File: config.mk
export PLATFORM = sky130hd
export DESIGN_NAME = bwc_top
export DESIGN_NICKNAME = d
export VERILOG_FILES = /design/src/design/bwc_pkg.sv /design/src/design/bwc_top.sv /design/src/design/bwc_window_cmp.sv
export SDC_FILE = /design/constraint.sdc
export NUM_CORES = 1
export LEC_CHECK = 0
export BUFFER_PORTS_ARGS = -buffer_cell sky130_fd_sc_hd__buf_2
export CORE_ASPECT_RATIO = 0.9
export CORE_MARGIN = 2
export CORE_UTILIZATION = 45
export DETAILED_ROUTE_END_ITERATION = 10
export GPL_TIMING_DRIVEN = 0
export PLACE_DENSITY = 0.74
export SLEW_MARGIN = 20
export SYNTH_ARGS = -nofsm -noshare
export SYNTH_HDL_FRONTEND = slang
export SYNTH_SLANG_ARGS = --single-unit
File: constraint.sdc
create_clock -name I_CLOCK -period 2 [get_ports I_CLOCK]
set_input_delay 0.4 -clock I_CLOCK [delete_from_list [all_inputs] [get_ports I_CLOCK]]
set_output_delay 0.4 -clock I_CLOCK [all_outputs]
set_load 0.005 [all_outputs]
File: src/design/bwc_pkg.sv
// Purpose: Shared constants for the bridge window and control register slice
// Assumes: APB byte addresses, 32-bit data, one aligned word per register
// Notes:   Offsets 0x24..0x3C hold header words; 0xF0/0xF4 hold event status/mask
package bwc_pkg;

  ////////////////////////////////////////////////////////////////////////////
  // Register byte offsets
  localparam logic [7:0] OFS_PF_LOW      = 8'h24;
  localparam logic [7:0] OFS_PF_BASE_HI  = 8'h28;
  localparam logic [7:0] OFS_PF_LIMIT_HI = 8'h2C;
  localparam logic [7:0] OFS_IO_HI       = 8'h30;
  localparam logic [7:0] OFS_CAP_PTR     = 8'h34;
  localparam logic [7:0] OFS_ROM_BASE    = 8'h38;
  localparam logic [7:0] OFS_INT_CTL     = 8'h3C;
  localparam logic [7:0] OFS_EVT_STATUS  = 8'hF0;
  localparam logic [7:0] OFS_EVT_MASK    = 8'hF4;

  ////////////////////////////////////////////////////////////////////////////
  // Field layout and fixed values
  localparam logic [3:0]  PF_ADDR64_CODE   = 4'h1;
  localparam int          PF_BASE_LSB      = 4;
  localparam int          PF_LIMIT_LSB     = 20;
  localparam int          PF_LIMIT_CODE_LSB = 16;
  localparam int          IO_LIMIT_LSB     = 16;
  localparam logic [7:0]  CAP_PTR_VALUE    = 8'h80;
  localparam logic [31:0] ROM_BASE_VALUE   = 32'h0000_0000;
  localparam logic [7:0]  INT_PIN_VALUE    = 8'h01;
  localparam int          INT_PIN_LSB      = 8;
  localparam int          BC_PERR_EN_BIT   = 16;
  localparam int          BC_SERR_EN_BIT   = 17;
  localparam int          BC_ISA_EN_BIT    = 18;

  ////////////////////////////////////////////////////////////////////////////
  // Reset values
  localparam logic [11:0] PF_BASE_RST    = 12'h800;
  localparam logic [11:0] PF_LIMIT_RST   = 12'h000;
  localparam logic [31:0] PF_HI_RST      = 32'h0000_0000;
  localparam logic [15:0] IO_HI_RST      = 16'h0000;
  localparam logic [7:0]  INT_LINE_RST   = 8'h00;
  localparam logic [2:0]  EVT_RST        = 3'h0;

  ////////////////////////////////////////////////////////////////////////////
  // Window geometry and ISA alias decode
  localparam int          PF_FILL_BITS   = 20;
  localparam int          IO_FILL_BITS   = 12;
  localparam logic [19:0] PF_LIMIT_FILL  = 20'hFFFFF;
  localparam logic [19:0] PF_BASE_FILL   = 20'h00000;
  localparam logic [11:0] IO_LIMIT_FILL  = 12'hFFF;
  localparam logic [11:0] IO_BASE_FILL   = 12'h000;
  localparam logic [15:0] ISA_HIGH_ZERO  = 16'h0000;
  localparam logic [1:0]  ISA_LOW_QUART  = 2'h0;

  ////////////////////////////////////////////////////////////////////////////
  // Event status bits
  localparam int EVT_PERR   = 0;
  localparam int EVT_UNCORR = 1;
  localparam int EVT_SERR   = 2;
  localparam int EVT_N      = 3;

  typedef enum logic [1:0] {
    APB_IDLE   = 2'b01,
    APB_ACCESS = 2'b10
  } bwc_apb_st_t;

endpackage

File: src/design/bwc_top.sv
// Purpose: Prefetchable and I/O window registers, header tail and bridge control
// Assumes: APB slave, zero wait states, decode inputs synchronous to I_CLOCK
// Notes:   Decode and error outputs are registered, one cycle after their cause
`timescale 1ns/1ps
module bwc_top #(
  parameter int AW = 8
) (
  input  wire logic          I_CLOCK,
  input  wire logic          I_NRST,
  // APB slave
  input  wire logic          I_PSEL,
  input  wire logic          I_PENABLE,
  input  wire logic          I_PWRITE,
  input  wire logic [AW-1:0] I_PADDR,
  input  wire logic [31:0]   I_PWDATA,
  output logic      [31:0]   O_PRDATA,
  output logic               O_PREADY,
  output logic               O_PSLVERR,
  // Lower I/O window nibbles held in the lower header words
  input  wire logic [3:0]    I_IO_BASE_LO,
  input  wire logic [3:0]    I_IO_LIMIT_LO,
  // Prefetchable memory decode
  input  wire logic          I_MEM_VALID,
  input  wire logic [63:0]   I_MEM_ADDR,
  output logic               O_PF_HIT,
  // I/O decode
  input  wire logic          I_IO_VALID,
  input  wire logic [31:0]   I_IO_ADDR,
  output logic               O_IO_FWD_DOWN,
  output logic               O_IO_FWD_UP,
  // Secondary error events, one-cycle pulses
  input  wire logic          I_SEC_PERR,
  input  wire logic          I_SEC_UNCORR,
  input  wire logic          I_SEC_SERR,
  input  wire logic          I_SEC_SERR_FATAL,
  output logic               O_PERR_DETECT,
  output logic               O_UNCORR_REPORT,
  output logic               O_ERR_FATAL,
  output logic               O_ERR_NONFATAL,
  // Control levels to the rest of the bridge
  output logic [7:0]         O_INT_LINE,
  output logic               O_PERR_EN,
  output logic               O_SERR_EN,
  output logic               O_ISA_EN,
  output logic               O_IRQ
);

  ////////////////////////////////////////////////////////////////////////////
  // State

  typedef struct packed {
    bwc_pkg::bwc_apb_st_t    apb_st;
    logic [31:0]             prdata;
    logic                    pslverr;
    logic [11:0]             pf_base;
    logic [11:0]             pf_limit;
    logic [31:0]             pf_base_hi;
    logic [31:0]             pf_limit_hi;
    logic [15:0]             io_base_hi;
    logic [15:0]             io_limit_hi;
    logic [7:0]              int_line;
    logic                    perr_en;
    logic                    serr_en;
    logic                    isa_en;
    logic [bwc_pkg::EVT_N-1:0] evt_status;
    logic [bwc_pkg::EVT_N-1:0] evt_mask;
    logic                    pf_hit;
    logic                    io_down;
    logic                    io_up;
    logic                    perr_det;
    logic                    uncorr_rep;
    logic                    err_fatal;
    logic                    err_nonfatal;
  } bwc_state_t;

  bwc_state_t st_reg;
  bwc_state_t st_next;

  ////////////////////////////////////////////////////////////////////////////
  // Window compares

  logic [63:0] pf_base_full;
  logic [63:0] pf_limit_full;
  logic [31:0] io_base_full;
  logic [31:0] io_limit_full;
  logic        pf_in;
  logic        io_in;
  logic        isa_alias;

  // Low fill bits make the limit cover its whole granule, so the compare is inclusive
  assign pf_base_full  = {st_reg.pf_base_hi, st_reg.pf_base, bwc_pkg::PF_BASE_FILL};
  assign pf_limit_full = {st_reg.pf_limit_hi, st_reg.pf_limit, bwc_pkg::PF_LIMIT_FILL};
  assign io_base_full  = {st_reg.io_base_hi, I_IO_BASE_LO, bwc_pkg::IO_BASE_FILL};
  assign io_limit_full = {st_reg.io_limit_hi, I_IO_LIMIT_LO, bwc_pkg::IO_LIMIT_FILL};

  bwc_window_cmp #(
    .W (64)
  ) u_pf_cmp (
    .i_addr  (I_MEM_ADDR),
    .i_base  (pf_base_full),
    .i_limit (pf_limit_full),
    .o_hit   (pf_in)
  );

  bwc_window_cmp #(
    .W (32)
  ) u_io_cmp (
    .i_addr  (I_IO_ADDR),
    .i_base  (io_base_full),
    .i_limit (io_limit_full),
    .o_hit   (io_in)
  );

  // First 64KB and not the low 256 bytes of a 1KB block
  assign isa_alias = (I_IO_ADDR[31:16] == bwc_pkg::ISA_HIGH_ZERO) &&
                     (I_IO_ADDR[9:8] != bwc_pkg::ISA_LOW_QUART);

  ////////////////////////////////////////////////////////////////////////////
  // APB decode

  logic        setup_cyc;
  logic        access_cyc;
  logic        wr_en;
  logic        rd_done;
  logic        addr_ok;
  logic [7:0]  ofs;
  logic [31:0] rd_word;

  assign setup_cyc  = I_PSEL && !I_PENABLE;
  assign access_cyc = I_PSEL && I_PENABLE;
  assign ofs        = 8'(I_PADDR);
  assign wr_en      = access_cyc && I_PWRITE && addr_ok;
  assign rd_done    = access_cyc && !I_PWRITE;

  // Unmapped offsets answer with an error and drop the write
  always_comb begin
    addr_ok = 1'b1;
    rd_word = 32'h0000_0000;
    case (ofs)
      bwc_pkg::OFS_PF_LOW: begin
        rd_word[3:0] = bwc_pkg::PF_ADDR64_CODE;
        rd_word[bwc_pkg::PF_BASE_LSB +: 12] = st_reg.pf_base;
        rd_word[bwc_pkg::PF_LIMIT_CODE_LSB +: 4] = bwc_pkg::PF_ADDR64_CODE;
        rd_word[bwc_pkg::PF_LIMIT_LSB +: 12] = st_reg.pf_limit;
      end
      bwc_pkg::OFS_PF_BASE_HI: begin
        rd_word = st_reg.pf_base_hi;
      end
      bwc_pkg::OFS_PF_LIMIT_HI: begin
        rd_word = st_reg.pf_limit_hi;
      end
      bwc_pkg::OFS_IO_HI: begin
        rd_word = {st_reg.io_limit_hi, st_reg.io_base_hi};
      end
      bwc_pkg::OFS_CAP_PTR: begin
        rd_word[7:0] = bwc_pkg::CAP_PTR_VALUE;
      end
      bwc_pkg::OFS_ROM_BASE: begin
        rd_word = bwc_pkg::ROM_BASE_VALUE;
      end
      bwc_pkg::OFS_INT_CTL: begin
        rd_word[7:0] = st_reg.int_line;
        rd_word[bwc_pkg::INT_PIN_LSB +: 8] = bwc_pkg::INT_PIN_VALUE;
        rd_word[bwc_pkg::BC_PERR_EN_BIT] = st_reg.perr_en;
        rd_word[bwc_pkg::BC_SERR_EN_BIT] = st_reg.serr_en;
        rd_word[bwc_pkg::BC_ISA_EN_BIT] = st_reg.isa_en;
      end
      bwc_pkg::OFS_EVT_STATUS: begin
        rd_word[bwc_pkg::EVT_N-1:0] = st_reg.evt_status;
      end
      bwc_pkg::OFS_EVT_MASK: begin
        rd_word[bwc_pkg::EVT_N-1:0] = st_reg.evt_mask;
      end
      default: begin
        addr_ok = 1'b0;
      end
    endcase
  end

  ////////////////////////////////////////////////////////////////////////////
  // Next state

  logic [bwc_pkg::EVT_N-1:0] evt_set;
  logic [bwc_pkg::EVT_N-1:0] evt_clr;

  always_comb begin
    st_next = st_reg;

    // Read data is captured in setup so the access phase needs no wait
    case (st_reg.apb_st)
      bwc_pkg::APB_IDLE: begin
        if (setup_cyc) begin
          st_next.apb_st  = bwc_pkg::APB_ACCESS;
          st_next.prdata  = I_PWRITE ? 32'h0000_0000 : rd_word;
          st_next.pslverr = !addr_ok;
        end
      end
      bwc_pkg::APB_ACCESS: begin
        // Back-to-back setup is legal: the idle state sees it in the very next cycle
        if (access_cyc) begin
          st_next.apb_st = bwc_pkg::APB_IDLE;
        end
      end
      default: begin
        st_next.apb_st = bwc_pkg::APB_IDLE;
      end
    endcase

    // Register writes; read-only fields keep their constants
    if (wr_en) begin
      case (ofs)
        bwc_pkg::OFS_PF_LOW: begin
          st_next.pf_base  = I_PWDATA[bwc_pkg::PF_BASE_LSB +: 12];
          st_next.pf_limit = I_PWDATA[bwc_pkg::PF_LIMIT_LSB +: 12];
        end
        bwc_pkg::OFS_PF_BASE_HI: begin
          st_next.pf_base_hi = I_PWDATA;
        end
        bwc_pkg::OFS_PF_LIMIT_HI: begin
          st_next.pf_limit_hi = I_PWDATA;
        end
        bwc_pkg::OFS_IO_HI: begin
          st_next.io_base_hi  = I_PWDATA[15:0];
          st_next.io_limit_hi = I_PWDATA[bwc_pkg::IO_LIMIT_LSB +: 16];
        end
        bwc_pkg::OFS_INT_CTL: begin
          st_next.int_line = I_PWDATA[7:0];
          st_next.perr_en  = I_PWDATA[bwc_pkg::BC_PERR_EN_BIT];
          st_next.serr_en  = I_PWDATA[bwc_pkg::BC_SERR_EN_BIT];
          st_next.isa_en   = I_PWDATA[bwc_pkg::BC_ISA_EN_BIT];
        end
        bwc_pkg::OFS_EVT_MASK: begin
          st_next.evt_mask = I_PWDATA[bwc_pkg::EVT_N-1:0];
        end
        default: begin
          st_next.evt_mask = st_reg.evt_mask;
        end
      endcase
    end

    // Window decode, registered
    // A hit shows one cycle after its address; the caller pairs the two
    st_next.pf_hit  = I_MEM_VALID && pf_in;
    st_next.io_down = I_IO_VALID && io_in && !(st_reg.isa_en && isa_alias);
    st_next.io_up   = I_IO_VALID && io_in && st_reg.isa_en && isa_alias;

    // Secondary error handling
    st_next.perr_det     = I_SEC_PERR && st_reg.perr_en;
    st_next.uncorr_rep   = I_SEC_UNCORR && st_reg.perr_en;
    st_next.err_fatal    = I_SEC_SERR && st_reg.serr_en && I_SEC_SERR_FATAL;
    st_next.err_nonfatal = I_SEC_SERR && st_reg.serr_en && !I_SEC_SERR_FATAL;

    // Sticky events; a set in the clearing cycle survives
    evt_set = '0;
    evt_set[bwc_pkg::EVT_PERR]   = st_next.perr_det;
    evt_set[bwc_pkg::EVT_UNCORR] = st_next.uncorr_rep;
    evt_set[bwc_pkg::EVT_SERR]   = st_next.err_fatal || st_next.err_nonfatal;
    // Clear only the bits that the read returned: an event landing at the
    // setup edge is missing from the read word and must stay pending
    evt_clr = '0;
    if (rd_done && (ofs == bwc_pkg::OFS_EVT_STATUS)) begin
      evt_clr = st_reg.prdata[bwc_pkg::EVT_N-1:0];
    end
    st_next.evt_status = (st_reg.evt_status & ~evt_clr) | evt_set;
  end

  ////////////////////////////////////////////////////////////////////////////
  // Registers

  // Every field resets to a constant; no next-state value reaches the reset branch
  always_ff @(posedge I_CLOCK or negedge I_NRST) begin
    if (!I_NRST) begin
      st_reg.apb_st       <= bwc_pkg::APB_IDLE;
      st_reg.prdata       <= 32'h0000_0000;
      st_reg.pslverr      <= 1'b0;
      st_reg.pf_base      <= bwc_pkg::PF_BASE_RST;
      st_reg.pf_limit     <= bwc_pkg::PF_LIMIT_RST;
      st_reg.pf_base_hi   <= bwc_pkg::PF_HI_RST;
      st_reg.pf_limit_hi  <= bwc_pkg::PF_HI_RST;
      st_reg.io_base_hi   <= bwc_pkg::IO_HI_RST;
      st_reg.io_limit_hi  <= bwc_pkg::IO_HI_RST;
      st_reg.int_line     <= bwc_pkg::INT_LINE_RST;
      st_reg.perr_en      <= 1'b0;
      st_reg.serr_en      <= 1'b0;
      // ISA mode off after reset: every in-window I/O address goes downstream
      st_reg.isa_en       <= 1'b0;
      st_reg.evt_status   <= bwc_pkg::EVT_RST;
      st_reg.evt_mask     <= bwc_pkg::EVT_RST;
      st_reg.pf_hit       <= 1'b0;
      st_reg.io_down      <= 1'b0;
      st_reg.io_up        <= 1'b0;
      st_reg.perr_det     <= 1'b0;
      st_reg.uncorr_rep   <= 1'b0;
      st_reg.err_fatal    <= 1'b0;
      st_reg.err_nonfatal <= 1'b0;
    end else begin
      st_reg <= st_next;
    end
  end

  ////////////////////////////////////////////////////////////////////////////
  // Outputs

  // Zero wait states: every access phase completes at once
  assign O_PREADY        = 1'b1;
  assign O_PRDATA        = st_reg.prdata;
  // The stored flag alone would leak into idle cycles, so gate it with the access phase
  assign O_PSLVERR       = st_reg.pslverr && access_cyc;
  assign O_PF_HIT        = st_reg.pf_hit;
  assign O_IO_FWD_DOWN   = st_reg.io_down;
  assign O_IO_FWD_UP     = st_reg.io_up;
  assign O_PERR_DETECT   = st_reg.perr_det;
  assign O_UNCORR_REPORT = st_reg.uncorr_rep;
  assign O_ERR_FATAL     = st_reg.err_fatal;
  assign O_ERR_NONFATAL  = st_reg.err_nonfatal;
  assign O_INT_LINE      = st_reg.int_line;
  assign O_PERR_EN       = st_reg.perr_en;
  assign O_SERR_EN       = st_reg.serr_en;
  assign O_ISA_EN        = st_reg.isa_en;
  // Level request: stays high until status reads or a mask write leave no unmasked bit set
  assign O_IRQ           = |(st_reg.evt_status & st_reg.evt_mask);

endmodule // bwc_top

File: src/design/bwc_window_cmp.sv
// Purpose: Inclusive base-to-limit window compare
// Assumes: Base and limit already carry their filled low bits
// Notes:   Purely combinational; the caller registers the result
`timescale 1ns/1ps
module bwc_window_cmp #(
  parameter int W = 32
) (
  input  wire logic [W-1:0] i_addr,
  input  wire logic [W-1:0] i_base,
  input  wire logic [W-1:0] i_limit,
  output logic              o_hit
);

  // Base above limit yields no hit, which closes the window
  assign o_hit = (i_addr >= i_base) && (i_addr <= i_limit);

endmodule // bwc_window_cmp

==> results summary <==
Static timing analysis puts the maximum clock frequency at 492 MHz. The maximum buffer depth of the clock tree is 2. STA classifies the critical path startpoint as a register. The kind of end point of the critical path is a register. Data on the critical path arrives at its endpoint at 2.34 ns.

The number of nets in the final layout came out at 1,637. The die covers 27,000 sq um. The die is 173 microns wide. The cell count after synthesis came out at 1,089. Yosys printed 0 warnings.

Summed over all failing endpoints, the final setup total negative slack is -0.0315 ns. Traced cell by cell, the critical path runs through inv_1 > ha_4 > a21o_1 > a21o_1 > a211oi_4 > o211ai_1 > nand2_1 > a211oi_2. The pin count of the biggest net entering global routing is 98. The share of the core filled with cells in the final layout came out at 58.2%.

For this configuration, the core starts out at a cell density of 45.9%. The filler-free cell count of the finished design came out at 1,707. The initial antenna violation count is 7. Dividing the synthesized area by the synthesized cell count gives 10.6 sq um. The global routing met3 resource utilization is 5.58%. The required time of the critical path is 2.31 ns.

The clock latency of the later-clocked register in the worst-skew pair is 0.44 ns. Of the available clock period, the critical path in the final layout requires 102%. The total track usage came out at 26.2%. Yosys mapped a number of flops with a built-in enable equal to 0. The number of I/O pins is 208. For this run, the slowest stage of the critical path takes 0.42 ns. The post-detailed-placement cell area came out at 13,200 sq um. Along the worst path, the maximum fanout reaches 3. The worst hold path belongs to the class input pin to register.

The wire length per cell after detailed routing is 21.1 microns. The largest individual stage delay along the critical path comes from the cell a211oi_4. The total count of hold-check failures in the final report came out at 0.

The max-cap violation count came out at 0. The most used flip-flop cell after synthesis is dfrtp_1. The normalized max-slew margin is 40.7%.

The checks that failed: setup timing. The DRC marker count from the first detailed-route iteration is 748. The synthesized netlist contains 61 unique library cells. The pre-antenna-repair detailed-routing pass consisted of 7 iterations. The growth of design area from synthesis to finish is 26.9%. The critical path in this run is classified as register to register. The final global-route overflow total came out at 0. The worst-case hold slack is 0.120 ns.

The total number of vias is 9,690. Counting stages on the worst path, the most repeated cell is a21o_1. The sequential share of the synthesized area came out at 38.8%. CTS placed an instance of clkbuf_16 at the clock tree root. The height of the die is 156 microns. The final setup skew came out at 0.0127 ns. The met1 routing resource usage after global routing is 35.9%. The final setup violation count is 1.

The proportion of register bits with asynchronous set or reset after synthesis came out at 100%. The run finished, with violations left. The worst path setup slack after routing is -0.0315 ns. After floorplanning, the core was divided into 55 placement rows. The library cells used most frequently in the layout, excluding fill and tap cells, are 208 x buf_2, 176 x dfrtp_1, 125 x inv_1, 106 x ha_1, 83 x buf_4. The portion of synthesized cell area occupied by the leading cell type is 38.3%. The power density over the cells came out at 551 nW/um^2. Of the cells placed in the final design, the portion with a size suffix greater than 1 is 39.6%. The library cell used most frequently in the layout, excluding fill and tap cells, is buf_2. The global-route wire length before repair is 53,900 microns. Global routing used 41.5% of the available met2 tracks. In this run, placement finished with an instance count of 1,635. The sum of routed wire length over all layers is 36,100 microns. The sum of internal, switching and leakage power came out at 8.08 mW. The most heavily used metal layer in global routing is met2.

The count of final max-slew check failures is 0. For this design the static power due to leakage is 7.34 nW. The via density per instance is 5.68. The repair_antennas step left the layout with diodes totalling 0. The worst-case vdd ir drop came out at 0.555 mV. The synthesized flop and latch total came out at 179. The total clock sinks came out at 179. After synthesis the cells add up to 11,500 sq um. The CTS tree is done. After synthesis, the cell types taking the most area are dfrtp_1 38%, ha_1 14%, mux2_4 7.8%. Setup repair after global routing could not meet its margin everywhere. The number of nets with antenna violations after routing is 0. The number of H-tree levels is 4. The count of buffers from port buffering is 203. The pre-CTS worst setup slack is -0.752 ns. After clock tree synthesis, the clock-pin slew on the worst setup and hold paths is 0.07 ns. The half-perimeter wire length after placement came out at 27,300 microns.

The final design area excluding fillers is 14,700 sq um. The minimum period implied by the final worst setup slack came out at 2.03 ns. For this run, design rule violations remaining after detail routing come to 0. Summed over all instances, the cell type with the most area after synthesis is dfrtp_1.

The number of buffers added by the clock tree synthesis step came out at 17. The slew at the pin closest to its max-slew limit is 0.889 ns. The number of global-route vias before repair was 9,461. The core area came out at 25,200 sq um. The number of nets produced by synthesis came out at 1,372. Routability-driven placement finished with a final weighted congestion of 0.925.
cells in the mapped netlist, types with 2 or more instances:
cell / n
and2_1: 4
nand3_1: 7
inv_1: 135
and4b_1: 2
nand2_2: 2
buf_4: 44
nor2b_1: 5
and3_1: 2
a221o_1: 3
dfstp_2: 2
ha_1: 128
mux2_2: 24
o21a_1: 3
nor2_4: 2
nand2_1: 75
clkbuf_1: 6
o211ai_1: 5
mux2_4: 60
buf_2: 15
mux2i_1: 14
nand4_1: 37
buf_6: 8
nor4b_1: 2
dfrtp_1: 177
mux2_1: 50
a22o_1: 20
a221oi_1: 4
and4_1: 5
a21oi_1: 66
nor3_1: 13
a21o_1: 38
a222oi_1: 22
o21ai_0: 32
nor2_1: 31
nor4_1: 12
a211oi_1: 9
kinds of logic (layout without fill, tap and decap cells):
family | count (synthesis) | count (layout) | share of synthesized area, %
AOI/OAI and AO/OA | 211 | 211 | 12.4
DFF | 179 | 179 | 38.8
adders and majority gates | 128 | 128 | 13.9
and+or+nand+nor | 211 | 211 | 9.64
other | 1 | 1 | 0.0325
buffers and inverters | 211 | 487 | 8.98
muxes | 148 | 148 | 16.2
layout make-up:
type	count	area, sq um
Sequential cell	179	4480
Timing Repair Buffer	247	1400
Buffer	74	586
Inverter	136	510
Multi-Input combinational cell	699	6650
Clock buffer	23	478
Fill cell	2089	10500
Clock inverter	7	123
Tap cell	342	428
critical path, delay by kind of cell (launching register included):
family	cells	cell delay, ns
simple gates	1	0.14
buf+inv	1	0.10
flops	1	0.38
fa+ha+maj	1	0.21
compound gates	5	1.08
report_power, final:
part	total, mW	switching [mW]	internal [mW]
clock	3.51	1.44	2.06
combinational	0.932	0.546	0.386
sequential	3.64	0.00856	3.64
timing repair:
action | 4_1_cts | 5_1_grt
hold buffers | 1 | 0
resized for setup | 39 | 64
pin swaps | 14 | 48
endpoints found under the setup margin | 111 | 134
buffers inserted | 13 | 29
hold endpoints to repair | 53 | 0
path summary, 6_finish.rpt:
kind / startpoint / endpoint / slack [ns] / cells past startpoint
max: pf_base_full[61] / O_PF_HIT / -0.03 / 8
min: I_SEC_SERR_FATAL / O_ERR_NONFATAL / 0.12 / 2
max reg2reg: pf_base_full[61] / O_PF_HIT / -0.03 / 8
min reg2reg: O_PRDATA[17] / O_PRDATA[17] / 0.48 / 1
max in group asynchronous: I_NRST / io_limit_full[22] / 0.54 / 3
min in group asynchronous: I_NRST / O_PERR_DETECT / 0.53 / 2
layer usage:
| layer | up-vias | part of all wire [%] |
|---|---|---|
| met1 | 4752 | 42 |
| met2 | 436 | 46 |
| met5 | - | 0.18 |
| met4 | 10 | 3.0 |
| li1 | 4413 | - |
| met3 | 79 | 8.6 |
(Power assumes the default switching activity.)
